--- config.mk ---
export PLATFORM = sky130hd
export DESIGN_NAME = slp_top
export DESIGN_NICKNAME = d
export VERILOG_FILES = /design/src/slp_pkg.sv /design/src/slp_lock_if.sv /design/src/slp_sticky_flags.sv /design/src/slp_top.sv
export SDC_FILE = /design/constraint.sdc
export NUM_CORES = 1
export LEC_CHECK = 0
export BUFFER_PORTS_ARGS = -buffer_cell sky130_fd_sc_hd__buf_2
export CAP_MARGIN = 20
export CORE_ASPECT_RATIO = 0.75
export CORE_MARGIN = 1.5
export CORE_UTILIZATION = 55
export DETAILED_ROUTE_END_ITERATION = 12
export HOLD_SLACK_MARGIN = 0.02
export PLACE_DENSITY = 0.84
export SLEW_MARGIN = 20
export SYNTH_ARGS = -nofsm -noshare
export SYNTH_HDL_FRONTEND = slang
export SYNTH_SLANG_ARGS = --single-unit
--- constraint.sdc ---
create_clock -name clk_in -period 3.5 [get_ports clk_in]
set_clock_uncertainty 0.1 [all_clocks]
set_input_delay 0.175 -clock clk_in [delete_from_list [all_inputs] [get_ports clk_in]]
set_output_delay 0.175 -clock clk_in [all_outputs]
set_load 0.05 [all_outputs]
--- src/slp_pkg.sv ---
/*
  slp_pkg: register map, field layout, reset values and codes for the
  loss-of-lock flag and phase offset block.
  assumes: byte-wide register access as decoded by slp_top.
*/
package slp_pkg;

  // ----------------------------------------------------------------
  // register offsets (byte addresses of the serial port map)
  // ----------------------------------------------------------------
  localparam logic [7:0] SLP_STATUS_ADDR  = 8'hb9;
  localparam logic [7:0] SLP_CLEAR_ADDR   = 8'hba;
  localparam logic [7:0] SLP_DIVC_LO_ADDR = 8'hbf;
  localparam logic [7:0] SLP_DIVC_HI_ADDR = 8'hc0;
  localparam logic [7:0] SLP_DIVD_LO_ADDR = 8'hc1;
  localparam logic [7:0] SLP_DIVD_HI_ADDR = 8'hc2;

  // ----------------------------------------------------------------
  // reset values
  // ----------------------------------------------------------------
  localparam logic [7:0]  SLP_STATUS_RST = 8'h00;
  localparam logic [7:0]  SLP_CLEAR_RST  = 8'h00;
  localparam logic [15:0] SLP_PHASE_RST  = 16'h0000;
  localparam logic [1:0]  SLP_FLAG_SET   = 2'h3;

  // ----------------------------------------------------------------
  // field layout
  // ----------------------------------------------------------------
  localparam int SLP_NUM_PLL      = 2;
  localparam int SLP_PERIOD_W     = 13;
  localparam int SLP_PERIOD_MSB   = 12;
  localparam int SLP_EIGHTH_LSB   = 13;
  localparam int SLP_EIGHTH_MSB   = 15;

  // eighth-turn codes, degrees = code meaning
  typedef enum logic [2:0] {
    SLP_Q_NONE   = 3'h0,
    SLP_Q_M45    = 3'h1,
    SLP_Q_M90    = 3'h2,
    SLP_Q_M135   = 3'h3,
    SLP_Q_180    = 3'h4,
    SLP_Q_P135   = 3'h5,
    SLP_Q_P90    = 3'h6,
    SLP_Q_P45    = 3'h7
  } slp_eighth_t;

endpackage

--- src/slp_lock_if.sv ---
/*
  slp_lock_if: carries lock flags and clear levels between the register
  file and the sticky flag module.
  assumes: one clock domain, driven by slp_top.
*/
`timescale 1ns/100ps
interface slp_lock_if;
  logic [1:0] unlock_event;
  logic [1:0] clear_level;
  logic [1:0] sticky;

  modport regs
  (
    output unlock_event,
    output clear_level,
    input  sticky
  );
  modport flags
  (
    input  unlock_event,
    input  clear_level,
    output sticky
  );
endinterface

--- src/slp_sticky_flags.sv ---
/*
  slp_sticky_flags: one sticky loss-of-lock flag per synthesizer.
  assumes: unlock events already synchronised to clk_in.
*/
`timescale 1ns/100ps
module slp_sticky_flags
  import slp_pkg::*;
(
  input  wire logic clk_in,
  input  wire logic srst_in,
  input  wire logic ce_in,
  slp_lock_if.flags lk
);

  logic [1:0] flag;
  logic [1:0] next_flag;

  // ----------------------------------------------------------------
  // per synthesizer flag
  // ----------------------------------------------------------------
  // the clear is a level and wins over a new loss while held high;
  // the host must drop it to rearm the flag.
  genvar gi;
  generate
    for (gi = 0; gi < SLP_NUM_PLL; gi++)
    begin : g_flag
      assign next_flag[gi] = lk.clear_level[gi] ? 1'b0 :
                             (flag[gi] | lk.unlock_event[gi]);
    end
  endgenerate

  always_ff @(posedge clk_in)
  begin
    if (srst_in)
      flag <= SLP_FLAG_SET;
    else if (ce_in)
      flag <= next_flag;
  end

  assign lk.sticky = flag;

  // ----------------------------------------------------------------
  // checks
  // ----------------------------------------------------------------
  flag_holds_a : assert property (
    @(posedge clk_in) disable iff (srst_in)
    ce_in && flag[0] && !lk.clear_level[0] |=> flag[0])
    else $error("flag 0 dropped without clear");
  flag_clear_a : assert property (
    @(posedge clk_in) disable iff (srst_in)
    ce_in && lk.clear_level[1] |=> !flag[1])
    else $error("flag 1 survived clear");
  flag_set_a : assert property (
    @(posedge clk_in) disable iff (srst_in)
    ce_in && lk.unlock_event[1] && !lk.clear_level[1] |=> flag[1])
    else $error("flag 1 missed unlock");
  flag_reset_a : assert property (
    @(posedge clk_in)
    srst_in |=> flag == SLP_FLAG_SET)
    else $error("flags not set after reset");
endmodule

--- src/slp_top.sv ---
/*
  slp_top: loss-of-lock sticky status, clear register and synthesizer 0
  post divider C/D phase offset registers, byte access.
  assumes: host writes/reads one byte per cycle via a decoded strobe
  port; lock inputs come from synthesizer clock domains.
*/
// Contract
// - pll 0 unlock sets status bit 0, held until cleared.
// - both sticky flags set at power-up and every reset.
// - pll 1 unlock behaves the same in status bit 1.
// - clear bit high keeps the matching sticky flag cleared.
// - divider C shifted by signed 13-bit period count, zero none.
// - negative count delays, positive count advances, per period.
// - bits 15:13 pick divider C eighth-turn shift code.
// - divider D gets same signed 13-bit period count.
`timescale 1ns/100ps
module slp_top
  import slp_pkg::*;
(
  input  wire logic              clk_in,
  input  wire logic              srst_in,
  input  wire logic              ce_in,
  input  wire logic [7:0]        addr_in,
  input  wire logic              wr_en_in,
  input  wire logic              rd_en_in,
  input  wire logic [7:0]        wdata_in,
  output logic      [7:0]        rdata_out,
  output logic                   rvalid_out,
  input  wire logic              pll0_unlock_in,
  input  wire logic              pll1_unlock_in,
  output logic      [1:0]        unlock_sticky_out,
  output logic signed [12:0]     pll0_div_c_period_offset_out,
  output logic      [2:0]        pll0_div_c_eighth_turn_out,
  output logic signed [12:0]     pll0_div_d_period_offset_out,
  output logic                   pll0_div_c_delay_out,
  output logic                   pll0_div_c_advance_out,
  output logic                   pll0_div_d_delay_out,
  output logic                   pll0_div_d_advance_out
);

  // ----------------------------------------------------------------
  // lock input synchronisers
  // ----------------------------------------------------------------
  // unlock pulses come from another clock; two stages before use.
  logic [1:0] unlock_meta;
  logic [1:0] unlock_sync;

  always_ff @(posedge clk_in)
  begin
    if (srst_in)
    begin
      unlock_meta <= 2'h0;
      unlock_sync <= 2'h0;
    end
    else if (ce_in)
    begin
      unlock_meta <= {pll1_unlock_in, pll0_unlock_in};
      unlock_sync <= unlock_meta;
    end
  end

  // ----------------------------------------------------------------
  // registers
  // ----------------------------------------------------------------
  logic [7:0]  clear_reg;
  logic [15:0] divc_reg;
  logic [15:0] divd_reg;

  wire hit_clear   = (addr_in == SLP_CLEAR_ADDR);
  wire hit_divc_lo = (addr_in == SLP_DIVC_LO_ADDR);
  wire hit_divc_hi = (addr_in == SLP_DIVC_HI_ADDR);
  wire hit_divd_lo = (addr_in == SLP_DIVD_LO_ADDR);
  wire hit_divd_hi = (addr_in == SLP_DIVD_HI_ADDR);
  wire hit_status  = (addr_in == SLP_STATUS_ADDR);
  wire hit_any     = hit_status | hit_clear | hit_divc_lo | hit_divc_hi |
                     hit_divd_lo | hit_divd_hi;

  wire wr_go = ce_in && wr_en_in;

  // reserved clear bits are kept at default; only bits 1:0 store.
  wire [7:0] next_clear = {6'h00, wdata_in[1:0]};

  always_ff @(posedge clk_in)
  begin
    if (srst_in)
    begin
      clear_reg <= SLP_CLEAR_RST;
      divc_reg  <= SLP_PHASE_RST;
      divd_reg  <= SLP_PHASE_RST;
    end
    else if (wr_go)
    begin
      if (hit_clear)
        clear_reg <= next_clear;
      if (hit_divc_lo)
        divc_reg[7:0] <= wdata_in;
      if (hit_divc_hi)
        divc_reg[15:8] <= wdata_in;
      if (hit_divd_lo)
        divd_reg[7:0] <= wdata_in;
      if (hit_divd_hi)
        divd_reg[15:8] <= wdata_in;
    end
  end

  // ----------------------------------------------------------------
  // sticky flags
  // ----------------------------------------------------------------
  slp_lock_if lk ();

  assign lk.unlock_event = unlock_sync;
  assign lk.clear_level  = clear_reg[1:0];

  slp_sticky_flags slp_sticky_flags_i
  (
    .clk_in  (clk_in),
    .srst_in (srst_in),
    .ce_in   (ce_in),
    .lk      (lk.flags)
  );

  wire [7:0] status_val = {6'h00, lk.sticky};

  // ----------------------------------------------------------------
  // read path
  // ----------------------------------------------------------------
  // reads are side-effect free; unmapped addresses read zero.
  wire [7:0] rd_mux =
    hit_status  ? status_val     :
    hit_clear   ? clear_reg      :
    hit_divc_lo ? divc_reg[7:0]  :
    hit_divc_hi ? divc_reg[15:8] :
    hit_divd_lo ? divd_reg[7:0]  :
    hit_divd_hi ? divd_reg[15:8] : 8'h00;

  always_ff @(posedge clk_in)
  begin
    if (srst_in)
    begin
      rdata_out  <= 8'h00;
      rvalid_out <= 1'b0;
    end
    else if (ce_in)
    begin
      rvalid_out <= rd_en_in;
      if (rd_en_in)
        rdata_out <= rd_mux;
    end
  end

  // ----------------------------------------------------------------
  // phase control outputs
  // ----------------------------------------------------------------
  // fields come straight from flops; the divider applies them.
  assign unlock_sticky_out            = lk.sticky;
  assign pll0_div_c_period_offset_out =
    signed'(divc_reg[SLP_PERIOD_MSB:0]);
  assign pll0_div_c_eighth_turn_out   =
    divc_reg[SLP_EIGHTH_MSB:SLP_EIGHTH_LSB];
  assign pll0_div_d_period_offset_out =
    signed'(divd_reg[SLP_PERIOD_MSB:0]);

  // sign picks direction: negative delays, positive advances.
  assign pll0_div_c_delay_out   = divc_reg[SLP_PERIOD_MSB];
  assign pll0_div_c_advance_out = !divc_reg[SLP_PERIOD_MSB] &&
                                  (divc_reg[SLP_PERIOD_MSB:0] != 13'h0000);
  assign pll0_div_d_delay_out   = divd_reg[SLP_PERIOD_MSB];
  assign pll0_div_d_advance_out = !divd_reg[SLP_PERIOD_MSB] &&
                                  (divd_reg[SLP_PERIOD_MSB:0] != 13'h0000);

  // ----------------------------------------------------------------
  // checks
  // ----------------------------------------------------------------
  read_keeps_a : assert property (
    @(posedge clk_in) disable iff (srst_in)
    ce_in && rd_en_in && hit_status && !(|clear_reg[1:0]) &&
    !(|unlock_sync) |=> lk.sticky == $past(lk.sticky))
    else $error("status read changed flags");
  read_data_a : assert property (
    @(posedge clk_in) disable iff (srst_in)
    ce_in && rd_en_in && hit_status |=> rvalid_out &&
    rdata_out == {6'h00, $past(lk.sticky)})
    else $error("status read data wrong");
  clear_hold_a : assert property (
    @(posedge clk_in) disable iff (srst_in)
    ce_in && clear_reg[0] ##1 ce_in && clear_reg[0] |-> !lk.sticky[0])
    else $error("clear level did not hold flag 0 low");
  divc_write_a : assert property (
    @(posedge clk_in) disable iff (srst_in)
    wr_go && hit_divc_hi |=>
    pll0_div_c_eighth_turn_out == $past(wdata_in[7:5]))
    else $error("eighth turn field not written");
  divc_sign_a : assert property (
    @(posedge clk_in) disable iff (srst_in)
    pll0_div_c_period_offset_out < 0 |-> pll0_div_c_delay_out &&
    !pll0_div_c_advance_out)
    else $error("negative offset not a delay");
  divc_zero_a : assert property (
    @(posedge clk_in) disable iff (srst_in)
    pll0_div_c_period_offset_out == 0 |->
    !pll0_div_c_delay_out && !pll0_div_c_advance_out)
    else $error("zero offset not neutral");
  divd_write_a : assert property (
    @(posedge clk_in) disable iff (srst_in)
    wr_go && hit_divd_lo |=>
    pll0_div_d_period_offset_out[7:0] == $past(wdata_in))
    else $error("divider d offset not written");
  unlock_path_a : assert property (
    @(posedge clk_in) disable iff (srst_in)
    ce_in && pll1_unlock_in && !clear_reg[1] ##1 ce_in && !clear_reg[1]
    ##1 ce_in && !clear_reg[1] |=> unlock_sticky_out[1])
    else $error("pll 1 unlock not reported");
  unlock0_path_a : assert property (
    @(posedge clk_in) disable iff (srst_in)
    ce_in && pll0_unlock_in && !clear_reg[0] ##1 ce_in && !clear_reg[0]
    ##1 ce_in && !clear_reg[0] |=> unlock_sticky_out[0])
    else $error("pll 0 unlock not reported");
  clear1_hold_a : assert property (
    @(posedge clk_in) disable iff (srst_in)
    ce_in && clear_reg[1] ##1 ce_in && clear_reg[1] |-> !lk.sticky[1])
    else $error("clear level did not hold flag 1 low");
  sync_reset_a : assert property (
    @(posedge clk_in)
    srst_in |=> unlock_sync == 2'h0)
    else $error("stale unlock survived reset");

  // ----------------------------------------------------------------
  // checks: register writes and offset decode
  // ----------------------------------------------------------------
  reset_regs_a : assert property (
    @(posedge clk_in)
    srst_in |=> divc_reg == SLP_PHASE_RST && divd_reg == SLP_PHASE_RST &&
    clear_reg == SLP_CLEAR_RST)
    else $error("registers not at reset value");
  clear_write_a : assert property (
    @(posedge clk_in) disable iff (srst_in)
    wr_go && hit_clear |=> clear_reg == {6'h00, $past(wdata_in[1:0])})
    else $error("clear register not written");
  status_ignore_a : assert property (
    @(posedge clk_in) disable iff (srst_in)
    wr_go && hit_status |=> clear_reg == $past(clear_reg) &&
    divc_reg == $past(divc_reg) && divd_reg == $past(divd_reg))
    else $error("status write changed a register");
  divc_low_a : assert property (
    @(posedge clk_in) disable iff (srst_in)
    wr_go && hit_divc_lo |=>
    pll0_div_c_period_offset_out[7:0] == $past(wdata_in))
    else $error("divider c low offset not written");
  divc_period_hi_a : assert property (
    @(posedge clk_in) disable iff (srst_in)
    wr_go && hit_divc_hi |=>
    pll0_div_c_period_offset_out[12:8] == $past(wdata_in[4:0]))
    else $error("divider c high offset not written");
  divd_high_a : assert property (
    @(posedge clk_in) disable iff (srst_in)
    wr_go && hit_divd_hi |=>
    pll0_div_d_period_offset_out[12:8] == $past(wdata_in[4:0]))
    else $error("divider d high offset not written");
  divc_advance_a : assert property (
    @(posedge clk_in) disable iff (srst_in)
    pll0_div_c_period_offset_out > 0 |-> pll0_div_c_advance_out &&
    !pll0_div_c_delay_out)
    else $error("positive offset not an advance");
  divd_sign_a : assert property (
    @(posedge clk_in) disable iff (srst_in)
    pll0_div_d_period_offset_out < 0 |-> pll0_div_d_delay_out &&
    !pll0_div_d_advance_out)
    else $error("divider d negative offset not a delay");
  divd_advance_a : assert property (
    @(posedge clk_in) disable iff (srst_in)
    pll0_div_d_period_offset_out > 0 |-> pll0_div_d_advance_out &&
    !pll0_div_d_delay_out)
    else $error("divider d positive offset not an advance");
  divd_zero_a : assert property (
    @(posedge clk_in) disable iff (srst_in)
    pll0_div_d_period_offset_out == 0 |->
    !pll0_div_d_delay_out && !pll0_div_d_advance_out)
    else $error("divider d zero offset not neutral");

  // ----------------------------------------------------------------
  // checks: read path and clock enable
  // ----------------------------------------------------------------
  read_pulse_a : assert property (
    @(posedge clk_in) disable iff (srst_in)
    ce_in && !rd_en_in |=> !rvalid_out)
    else $error("read valid without a read");
  read_hold_a : assert property (
    @(posedge clk_in) disable iff (srst_in)
    ce_in && !rd_en_in |=> rdata_out == $past(rdata_out))
    else $error("read data moved without a read");
  unmapped_read_a : assert property (
    @(posedge clk_in) disable iff (srst_in)
    ce_in && rd_en_in && !hit_any |=> rdata_out == 8'h00)
    else $error("unmapped read not zero");
  clear_read_a : assert property (
    @(posedge clk_in) disable iff (srst_in)
    ce_in && rd_en_in && hit_clear |=> rdata_out == $past(clear_reg))
    else $error("clear register read back wrong");
  // a low enable holds every flop, the read pipe included
  freeze_flags_a : assert property (
    @(posedge clk_in) disable iff (srst_in)
    !ce_in |=> lk.sticky == $past(lk.sticky))
    else $error("flags moved while disabled");
  freeze_phase_a : assert property (
    @(posedge clk_in) disable iff (srst_in)
    !ce_in |=> divc_reg == $past(divc_reg) &&
    divd_reg == $past(divd_reg))
    else $error("offsets moved while disabled");
  freeze_clear_a : assert property (
    @(posedge clk_in) disable iff (srst_in)
    !ce_in |=> clear_reg == $past(clear_reg))
    else $error("clear register moved while disabled");
  freeze_read_a : assert property (
    @(posedge clk_in) disable iff (srst_in)
    !ce_in |=> rvalid_out == $past(rvalid_out) &&
    rdata_out == $past(rdata_out))
    else $error("read pipe moved while disabled");
endmodule

==> impl_results.rst, run 1 <==
.. list-table::
   :header-rows: 1

   * - Metric
     - Value
   * - Hold/Removal Path Class
     - primary input to flip-flop
   * - Count of flip-flops with a built-in enable after synthesis
     - 0
   * - CP Capture Type
     - flip-flop
   * - Root buffer cell
     - clkbuf_8
   * - Setup Viol. Count Final
     - 0
   * - Design area
     - 0.00268 mm²
   * - Number of gates given a new drive strength after cts
     - 0
   * - Remaining DRCs
     - 0
   * - Worst path required time
     - approximately 3.6 ns
   * - Count of yosys warnings during synthesis
     - 0
   * - Gr ovfl total
     - 0
   * - Combinational family with the most area after synthesis
     - multiplexers
   * - Area fraction in and, or, nand and nor cells after synthesis
     - 18.7%
   * - Via count of the first global-routing pass
     - between 1,500 and 2,000
   * - Number of I/O pins
     - 67
   * - Initial Util
     - a little under three fifths
   * - Synth Instances
     - about 240
   * - X dimension of the die
     - approximately 78 µm
   * - Setup repair after global routing missed its margin
     - false
   * - Maximum root-to-sink buffer count
     - 2
   * - Arrival time reported for the critical path endpoint
     - approximately 2.0 ns
   * - Number of buffers inserted during clock tree synthesis
     - 5
   * - Total power consumption of the routed design
     - 987 µW
   * - Slew margin rel.
     - 40.7%
   * - Number of nets in the finished design
     - around 310
   * - Maximum Capacitance Violations
     - 0
   * - Slowest cell on the critical path
     - nor2b_1
   * - Total via count after detailed routing
     - ~2,000
   * - Met1 Track Usage GR
     - between 30% and 40%
   * - Final count of pins violating max slew
     - 0
   * - Actual transition at the worst max-transition pin
     - 0.888 ns
   * - Netlist area before placement
     - around 0.0023 mm²
   * - Power density over the cells
     - between 300 and 400 mW/mm²
   * - Minimum period implied by the final worst setup slack
     - a little under 2 ns
   * - Number of synthesized register bits
     - 49
   * - Library cells used by synthesis
     - 35
   * - Number of inserted diodes
     - 0
   * - Fillcell total
     - 334
   * - CTS H-tree depth
     - 2
   * - Commonest cells after routing, fill and taps aside
     - 66 x buf_2, 49 x dfxtp_1, 46 x mux2i_1, 42 x nor2_1, 9 x nand2_1
   * - Adder-cell share of the synthesized area
     - 0%
   * - Final period util
     - roughly 55%
   * - CP max stage delay
     - ~0.76 ns
   * - RR Startpoint
     - divd_reg[9]$_SDFFE_PP0P_
   * - Number of failing hold endpoints at the final stage
     - 0
   * - Run status
     - complete, no violations
   * - 1st-iter DRT viols
     - ~190
   * - Maximum number of pins on one net before global-route repair
     - 46
   * - Most utilized layer in the global route result
     - met2
   * - Global routing met2 resource utilization
     - a little over a third
   * - Setup crit start kind
     - primary input
   * - Global-route met3 utilization
     - 5.85%
   * - Total die area
     - approximately 0.0047 mm²
   * - Most common library cell in the layout ignoring fill and taps
     - buf_2
   * - LEAKAGE
     - around 0.0013 µW
   * - Average wire length per cell after detail routing
     - around 17 µm
   * - TritonCTS clock tree
     - done
   * - Crit path launch
     - addr_in[0]
   * - Clock slew at the register clock pins of the worst setup and hold paths
     - 0.09 ns
   * - TNS Setup
     - 0 ns
   * - Floorplan core area
     - between 0.004 and 0.005 mm²
   * - Xor and xnor area share after synthesis
     - 0%
   * - Leading area contributor after synthesis
     - dfxtp_1
   * - Clock latency on the worst-skew pair
     - 0.30 ns
   * - Share of the yosys chip area belonging to registers
     - about two fifths
   * - Total cell area at the placement stage
     - around 0.0026 mm²
   * - Share of flip-flops with an asynchronous set or reset after synthesis
     - 0%
   * - Floorplan die height
     - 59.6 µm
   * - Hold wc startpoint
     - wdata_in[3]
   * - FP Rows
     - 20
   * - Mux share of post-synthesis cell area
     - between 10% and 20%
   * - Critical Path, Cell by Cell
     - buf_2 -> nor2b_1 -> nand4_2 -> mux2i_1 -> nor2_1
   * - Main area contributors after synthesis
     - dfxtp_1 42%, mux2i_1 20%, nor2_1 6.7%
   * - Tot GR Track Use
     - 25.1%
   * - CTS sink count
     - 49
   * - Detailed-routing iteration count for the pre-antenna-repair pass
     - 4
   * - Post-synthesis to final-layout area growth
     - 14.2%
   * - Flip-flop cell with the highest count after synthesis
     - dfxtp_1
   * - Fraction of post-synthesis cell area in the top cell type by area
     - roughly two fifths
   * - Per-instance average area after synthesis
     - a little under 10 µm²
   * - Final HPWL from detailed placement
     - roughly 4000 µm
   * - Routability-driven placement congestion ratio
     - approximately 0.9
   * - Antenna-violating nets left
     - 0
   * - Total Wirelength
     - roughly 5800 µm
   * - Total setup buffers inserted after CTS
     - 0
   * - Synth Area in Compound Gates
     - 12.4%
   * - Start-to-end type of the worst setup path
     - primary input to flip-flop
   * - Largest fanout on the critical path
     - 13
   * - Initial antenna violation count
     - 0
   * - Worst vdd rail ir drop
     - 181 µV
   * - Synthesized net count
     - 266
   * - Global-route wire length before repair
     - approximately 8900 µm
   * - Max frequency
     - slightly above 500 MHz
   * - Vias per cell
     - roughly 5.8
   * - Layout cells sized above 1
     - roughly 29%
   * - Count of buffers from port buffering
     - between 60 and 70
## critical path, delay by kind of cell
| family | cells | cell delay (ns) |
|---|---|---|
| buffers and inverters | 1 | 0.24 |
| muxes | 1 | 0.29 |
| and+or+nand+nor | 3 | 1.29 |
## through the flow
step	hold WS [ns]	instances	util (%)	worst slack (ns)
4_1_cts	0.0470	346	65.7	1.66
6_report	0.0485	346	65.7	1.57
2_1_floorplan	0.219	243	-	1.54
3_5_place_dp	0.322	337	63.0	1.33
5_1_grt	0.0701	346	65.7	1.49
3_3_place_gp	0.309	337	63.0	1.50
## synthesized netlist by cell type (3+ instances only)
| master | n |
|---|---|
| a21oi_1 | 8 |
| a22oi_1 | 6 |
| and2_1 | 3 |
| buf_1 | 4 |
| buf_4 | 17 |
| clkbuf_1 | 3 |
| dfxtp_1 | 49 |
| mux2i_1 | 46 |
| nand2_1 | 9 |
| nand4_2 | 3 |
| nor2_1 | 42 |
| nor2b_1 | 3 |
| nor4_1 | 6 |
| o21ai_0 | 5 |
| o2bb2ai_1 | 8 |
| o31ai_1 | 4 |
| or2_2 | 3 |
## logic make-up (layout without fill, tap and decap cells)
| logic type | after synthesis | count (layout) |
|---|---|---|
| buffers and inverters | 27 | 75 |
| DFF | 49 | 49 |
| and+or+nand+nor | 79 | 79 |
| AOI/OAI and AO/OA | 42 | 42 |
| muxes | 46 | 46 |
## routing by layer
metal / vias to the layer above / share of wire, %
li1: 960 / -
met3: 7 / 7.1
met5: - / 0
met1: 940 / 48
met4: 0 / 0.76
met2: 83 / 44
## power breakdown
part,leakage [µW],switching [µW],internal (µW)
combinational,0.000891,52.9,26.4
clock,0.0000433,188,156
sequential,0.000396,2.42,561
## area by class of cell
class / instances / area [µm²] / area share [%]
Clock buffer: 6 / 82.6 / 3.08
Clock inverter: 1 / 7.51 / 0.280
Multi-Input combinational cell: 167 / 1190 / 44.4
Sequential cell: 49 / 981 / 36.6
Tap cell: 55 / 68.8 / 2.57
Timing Repair Buffer: 68 / 350 / 13.1
## final timing paths
kind                          endpoint  slack (ns)  cells past startpoint
max           divd_reg[1]$_SDFFE_PP0P_        1.57                      5
max reg2reg  rdata_out[1]$_SDFFE_PP0P_        2.29                      4
min          divd_reg[11]$_SDFFE_PP0P_        0.05                      3
min reg2reg  rdata_out[4]$_SDFFE_PP0P_        0.35                      2
## what timing repair did
action / in CTS / in global routing
hold buffers: 2 / 0
setup endpoints to repair: 0 / 0
endpoints found under the hold margin: 2 / 0
Power figures use the tool's default switching activity.
==> run 2: changes to the inputs <==
Settings changed: ABC_AREA from default to 1, CORE_UTILIZATION 55 to 52, PLACE_DENSITY 0.84 to 0.8.
Clock period 3.5 ns to 1.8 ns, I/O delays scaled along.
==> impl_results.rst, run 2 <==
.. list-table::
   :header-rows: 1

   * - Metric
     - Value
   * - Number of gates given a new drive strength after cts
     - 0
   * - Share of flip-flops with an asynchronous set or reset after synthesis
     - 0%
   * - Total die area
     - 0.00501 mm²
   * - Worst hold margin
     - approximately 0.015 ns
   * - Most common library cell in the layout ignoring fill and taps
     - buf_2
   * - Arrival time reported for the critical path endpoint
     - 1.39 ns
   * - Power density over the cells
     - around 730 mW/mm²
   * - Main area contributors after synthesis
     - dfxtp_1 41%, a21oi_1 9.6%, inv_1 7.7%
   * - Post-synthesis to final-layout area growth
     - 20.3%
   * - Routability-driven placement congestion ratio
     - just over 0.9
   * - Slowest cell on the critical path
     - nor4_1
   * - Tot GR Track Use
     - a little over a quarter
   * - Setup repair after global routing missed its margin
     - false
   * - X dimension of the die
     - a little over 80 µm
   * - CTS hold repair buffers
     - 10
   * - Root buffer cell
     - clkbuf_8
   * - Xor and xnor area share after synthesis
     - 0%
   * - Adder-cell share of the synthesized area
     - 0%
   * - Crit path max-delay family
     - simple AND/OR/NAND/NOR gates
   * - Buffers & Inverters on Critical Path
     - 1
   * - Commonest cells after routing, fill and taps aside
     - 66 x buf_2, 49 x inv_1, 49 x dfxtp_1, 46 x a21oi_1, 43 x nand2_1
   * - Count of yosys warnings during synthesis
     - 0
   * - Antenna-violating nets left
     - 0
   * - Maximum root-to-sink buffer count
     - 2
   * - CP Capture Type
     - output port
   * - Combinational family with the most area after synthesis
     - compound AO/OA/AOI/OAI gates
   * - CTS sink count
     - 49
   * - Gr ovfl total
     - 0
   * - Setup Viol. Count Final
     - 0
   * - Total power consumption of the routed design
     - between 2000 and 2500 µW
   * - Floorplan core area
     - between 0.004 and 0.005 mm²
   * - Fraction of post-synthesis cell area in the top cell type by area
     - around two fifths
   * - TNS Setup
     - 0 ns
   * - 1st-iter DRT viols
     - between 200 and 300
   * - Final HPWL from detailed placement
     - ~4700 µm
   * - Initial Util
     - 53.8%
   * - Hold/Removal Path Class
     - primary input to flip-flop
   * - Combined area of the multi-input logic cells
     - a little over 0.001 mm²
   * - Initial antenna violation count
     - 0
   * - Largest fanout on the critical path
     - 3
   * - CP max stage delay
     - 0.40 ns
   * - Worst path required time
     - between 1.5 and 2 ns
   * - LEAKAGE
     - 0.00137 µW
   * - FP Rows
     - 21
   * - Detailed-routing iteration count for the pre-antenna-repair pass
     - 5
   * - Total cell area at the placement stage
     - about 0.0027 mm²
   * - Per-instance average area after synthesis
     - ~7.3 µm²
   * - Final count of pins violating max slew
     - 0
   * - Actual transition at the worst max-transition pin
     - between 0.3 and 0.4 ns
   * - Share of the yosys chip area belonging to registers
     - about two fifths
   * - Average wire length per cell after detail routing
     - ~14 µm
   * - Top cells by instance count after synthesis
     - 49 x dfxtp_1, 49 x inv_1, 46 x a21oi_1
   * - Storage cell area
     - about 980 µm²
   * - Maximum number of pins on one net before global-route repair
     - 19
   * - Synth Instances
     - roughly 330
   * - CTS H-tree depth
     - 2
   * - Area fraction in and, or, nand and nor cells after synthesis
     - between 20% and 30%
   * - Synth Area in Compound Gates
     - 22.0%
   * - Number of placed instances with taps included
     - 429
   * - Via count of the first global-routing pass
     - around 2,000
   * - Number of failing hold endpoints at the final stage
     - 0
   * - Minimum period implied by the final worst setup slack
     - ~1.6 ns
   * - Number of synthesized register bits
     - between 40 and 50
   * - Design area
     - 0.00287 mm²
   * - Count of buffers from port buffering
     - 66
   * - Mux share of post-synthesis cell area
     - 0%
   * - Number of inserted diodes
     - 0
   * - Clock slew at the register clock pins of the worst setup and hold paths
     - approximately 0.090 ns
   * - Total via count after detailed routing
     - between 2,000 and 2,500
   * - Worst vdd rail ir drop
     - 413 µV
   * - Fillcell total
     - between 300 and 400
   * - Synthesized net count
     - roughly 350
   * - Number of I/O pins
     - 67
   * - Netlist area before placement
     - 0.00239 mm²
   * - Flip-flop cell with the highest count after synthesis
     - dfxtp_1
   * - Leading area contributor after synthesis
     - dfxtp_1
   * - TritonCTS clock tree
     - done
   * - Number of nets in the finished design
     - around 400
   * - Total Wirelength
     - 6270 µm
   * - Count of flip-flops with a built-in enable after synthesis
     - 0
   * - Final period util
     - between 80 and 90%
   * - Global-route wire length before repair
     - roughly 9700 µm
   * - Non-filler cells, final
     - between 400 and 500
   * - Start-to-end type of the worst setup path
     - flip-flop to output port
   * - Max frequency
     - between 600 and 700 MHz
   * - Total setup buffers inserted after CTS
     - 0
   * - Library cells used by synthesis
     - 26
   * - Number of buffers inserted during clock tree synthesis
     - 5
   * - Maximum Capacitance Violations
     - 0
   * - Slew margin rel.
     - around three quarters
   * - Setup crit start kind
     - flip-flop
   * - Layout cells sized above 1
     - 26.4%
   * - Remaining DRCs
     - 0
   * - Run status
     - complete, no violations
   * - Vias per cell
     - ~5.3
   * - Floorplan die height
     - roughly 60 µm
   * - Clock latency on the worst-skew pair
     - 0.30 ns
   * - Critical Path, Cell by Cell
     - nor4_1 -> a31oi_2 -> buf_2
-- run 2: path summary, 6_finish.rpt --
path / start / to / slack, ns / cells after the start
max: divc_reg[3]$_SDFFE_PP0P_ / pll0_div_c_advance_out / 0.22 / 3
min: ce_in / unlock_meta[1]$_SDFFE_PP0P_ / 0.02 / 3
max reg2reg: divd_reg[1]$_SDFFE_PP0P_ / rdata_out[1]$_SDFFE_PP0P_ / 0.65 / 6
min reg2reg: lk.unlock_event[1]$_SDFFE_PP0P_ / lk.unlock_event[1]$_SDFFE_PP0P_ / 0.36 / 2
-- run 2: worst reg2reg max path, cell delays in order, from the launching register on --
cell and delay [ns]:
dfxtp_1 0.37, inv_1 0.07, o22ai_1 0.23, nor2_1 0.09, nand4_1 0.13, nand2_1 0.07
inv_1 0.05
-- run 2: routing by layer --
metal / vias up / GRT usage [%] / wire [µm]
met2: 112 / 39.3 / 2650
met3: 8 / 5.69 / 588
met5: - / 0 / 0
met1: 1052 / 39.8 / 2980
met4: 0 / 4.19 / 55
li1: 1180 / - / -
-- run 2: final cells by class --
cell class | instances | share of cell area, %
inverters | 53 | 7.10
well taps | 57 | 2.48
repair buffers | 82 | 16.5
multi-input cells | 198 | 35.7
clock buffers | 7 | 3.00
clock inverters | 1 | 1.04
flip-flops and latches | 49 | 34.1
-- run 2: stage by stage --
stage	worst slack, ns	utilization (%)
5_1_grt	0.0896	64.7
3_3_place_gp	0.421	59.8
6_report	0.217	64.7
2_1_floorplan	0.238	-
4_1_cts	0.226	64.7
3_5_place_dp	0.379	59.8
-- run 2: kinds of logic after synthesis --
group | after synthesis
buffers and inverters | 78
AND/OR/NAND/NOR | 99
AO/OA/AOI/OAI | 99
flip-flops | 49
-- run 2: power by group --
part	internal, µW	switching [µW]	total [µW]
Sequential	1090	4.17	1100
Clock	453	359	812
Combinational	65.7	117	182
Total	1610	480	2090
==> run 3: changes to the inputs <==
Settings changed: PLACE_DENSITY 0.8 to 0.81.
==> impl_results.rst, run 3 (synthesis gave the netlist of run 2 again) <==
.. list-table::
   :header-rows: 1

   * - Metric
     - Value
   * - Actual transition at the worst max-transition pin
     - 0.424 ns
   * - Most common library cell in the layout ignoring fill and taps
     - buf_2
   * - CP Capture Type
     - output port
   * - Non-filler cells, final
     - around 450
   * - Max frequency
     - 642 MHz
   * - Start-to-end type of the worst setup path
     - flip-flop to output port
   * - Setup crit start kind
     - flip-flop
   * - Global-route wire length before repair
     - 9270 µm
   * - Fin worst setup slack
     - 0.243 ns
   * - Floorplan die height
     - between 60 and 70 µm
   * - Root buffer cell
     - clkbuf_8
   * - Post-synthesis to final-layout area growth
     - 19.0%
   * - Worst path required time
     - about 1.6 ns
   * - Total via count after detailed routing
     - between 2,000 and 2,500
   * - Hold/Removal Path Class
     - primary input to flip-flop
   * - Run status
     - complete, no violations
   * - Initial antenna violation count
     - 0
   * - CTS H-tree depth
     - 2
   * - Commonest cells after routing, fill and taps aside
     - 66 x buf_2, 49 x inv_1, 49 x dfxtp_1, 46 x a21oi_1, 43 x nand2_1
   * - Number of I/O pins
     - 67
   * - Average wire length per cell after detail routing
     - roughly 13 µm
   * - Total die area
     - approximately 0.005 mm²
   * - Layout cells sized above 1
     - between 20% and 30%
   * - Number of inserted diodes
     - 0
   * - Utilization after layout
     - between 60% and 70%
   * - Maximum Capacitance Violations
     - 0
   * - Tot GR Track Use
     - about a quarter
   * - Initial Util
     - 53.8%
   * - TNS Setup
     - 0 ns
   * - Maximum number of pins on one net before global-route repair
     - 24
   * - Worst vdd rail ir drop
     - between 400 and 500 µV
   * - Minimum period implied by the final worst setup slack
     - roughly 1.6 ns
   * - Total setup buffers inserted after CTS
     - 0
   * - Number of nets in the finished design
     - 411
   * - Setup repair after global routing missed its margin
     - false
   * - CTS sink count
     - just under 50
   * - Final period util
     - between 80% and 90%
   * - TritonCTS clock tree
     - done
   * - Final HPWL from detailed placement
     - ~4500 µm
   * - Detailed-routing iteration count for the pre-antenna-repair pass
     - 5
   * - Register-to-Register Setup Slack
     - 0.71 ns
   * - Antenna-violating nets left
     - 0
   * - X dimension of the die
     - slightly above 80 µm
   * - Arrival time reported for the critical path endpoint
     - around 1.4 ns
   * - Number of buffers inserted during clock tree synthesis
     - 5
   * - Maximum root-to-sink buffer count
     - 2
   * - Vias per cell
     - 5.30
   * - Gr ovfl total
     - 0
   * - Clock slew at the register clock pins of the worst setup and hold paths
     - around 0.08 ns
   * - Final count of pins violating max slew
     - 0
   * - Setup Viol. Count Final
     - 0
   * - Largest fanout on the critical path
     - 3
   * - LEAKAGE
     - approximately 0.0014 µW
   * - Clock latency on the worst-skew pair
     - roughly 0.3 ns
   * - Fillcell total
     - between 300 and 400
   * - Total Wirelength
     - between 5000 and 6000 µm
   * - Remaining DRCs
     - 0
   * - FP Rows
     - 21
   * - Slew margin rel.
     - about 72%
   * - Floorplan core area
     - 0.00444 mm²
   * - Via count of the first global-routing pass
     - a little under 2,000
   * - Routability-driven placement congestion ratio
     - between 0.8 and 0.9
   * - Power density over the cells
     - between 600 and 700 mW/mm²
   * - 1st-iter DRT viols
     - 169
   * - Count of buffers from port buffering
     - 66
   * - Total power consumption of the routed design
     - 1900 µW
   * - Number of failing hold endpoints at the final stage
     - 0
   * - Number of placed instances with taps included
     - between 400 and 500
   * - Pre-CTS setup slack
     - between 0.3 and 0.4 ns
## run 3: changes by cell type in the layout (fill, tap and decap cells not counted), sizes merged
cell and change:
bufinv -1, buf -1, clkbuf +1
## run 3: cell type report
type                    instances  area [µm²]  area share (%)
clock buffers                   8        80.1            2.82
inverters                      53         204            7.17
multi-input cells             198        1030            36.1
flip-flops and latches         49         981            34.5
well taps                      57        71.3            2.51
repair buffers                 81         480            16.9
## run 3: worst paths after layout
| check | startpoint | to | cells past startpoint |
|---|---|---|---|
| max | divc_reg[3]$_SDFFE_PP0P_ | pll0_div_c_advance_out | 3 |
| min | ce_in | unlock_meta[0]$_SDFFE_PP0P_ | 3 |
| max reg2reg | divd_reg[7]$_SDFFE_PP0P_ | rdata_out[7]$_SDFFE_PP0P_ | 4 |
| min reg2reg | rdata_out[4]$_SDFFE_PP0P_ | rdata_out[4]$_SDFFE_PP0P_ | 2 |
## run 3: stage by stage
| step | area (µm²) | hold slack, ns |
|---|---|---|
| after floorplan | 2390 | 0.118 |
| after global placement | 2660 | 0.214 |
| after detailed placement | 2660 | 0.229 |
| after CTS | 2840 | 0.0237 |
| after global routing | 2840 | 0.0593 |
| final | 2840 | 0.0190 |
## run 3: layer usage
layer,vias to the layer above,part of all wire (%),track usage [%],routed length (µm)
li1,1180,-,-,-
met1,1074,49,37.5,2900
met2,99,42,36.2,2490
met3,9,7.7,6.42,457
met4,0,1.0,7.39,59
met5,-,0,0,0
## run 3: where the power goes
| part | leakage, µW | internal (µW) | switching (µW) |
|---|---|---|---|
| clock | 0.0000395 | 277 | 340 |
| sequential | 0.000396 | 1090 | 3.91 |
| combinational | 0.000917 | 67.0 | 117 |
| total | 0.00135 | 1440 | 461 |
## run 3: worst max-delay path, stage by stage (launching register included)
cell and delay, ns:
dfxtp_1 0.33, nor4_1 0.36, a31oi_2 0.15, buf_2 0.24
## run 3: timing repair
item | in CTS | in global routing
hold buffers | 10 | 0
endpoints found under the hold margin | 14 | 0
endpoints found under the setup margin | 0 | 0
gates resized for setup | 0 | 0
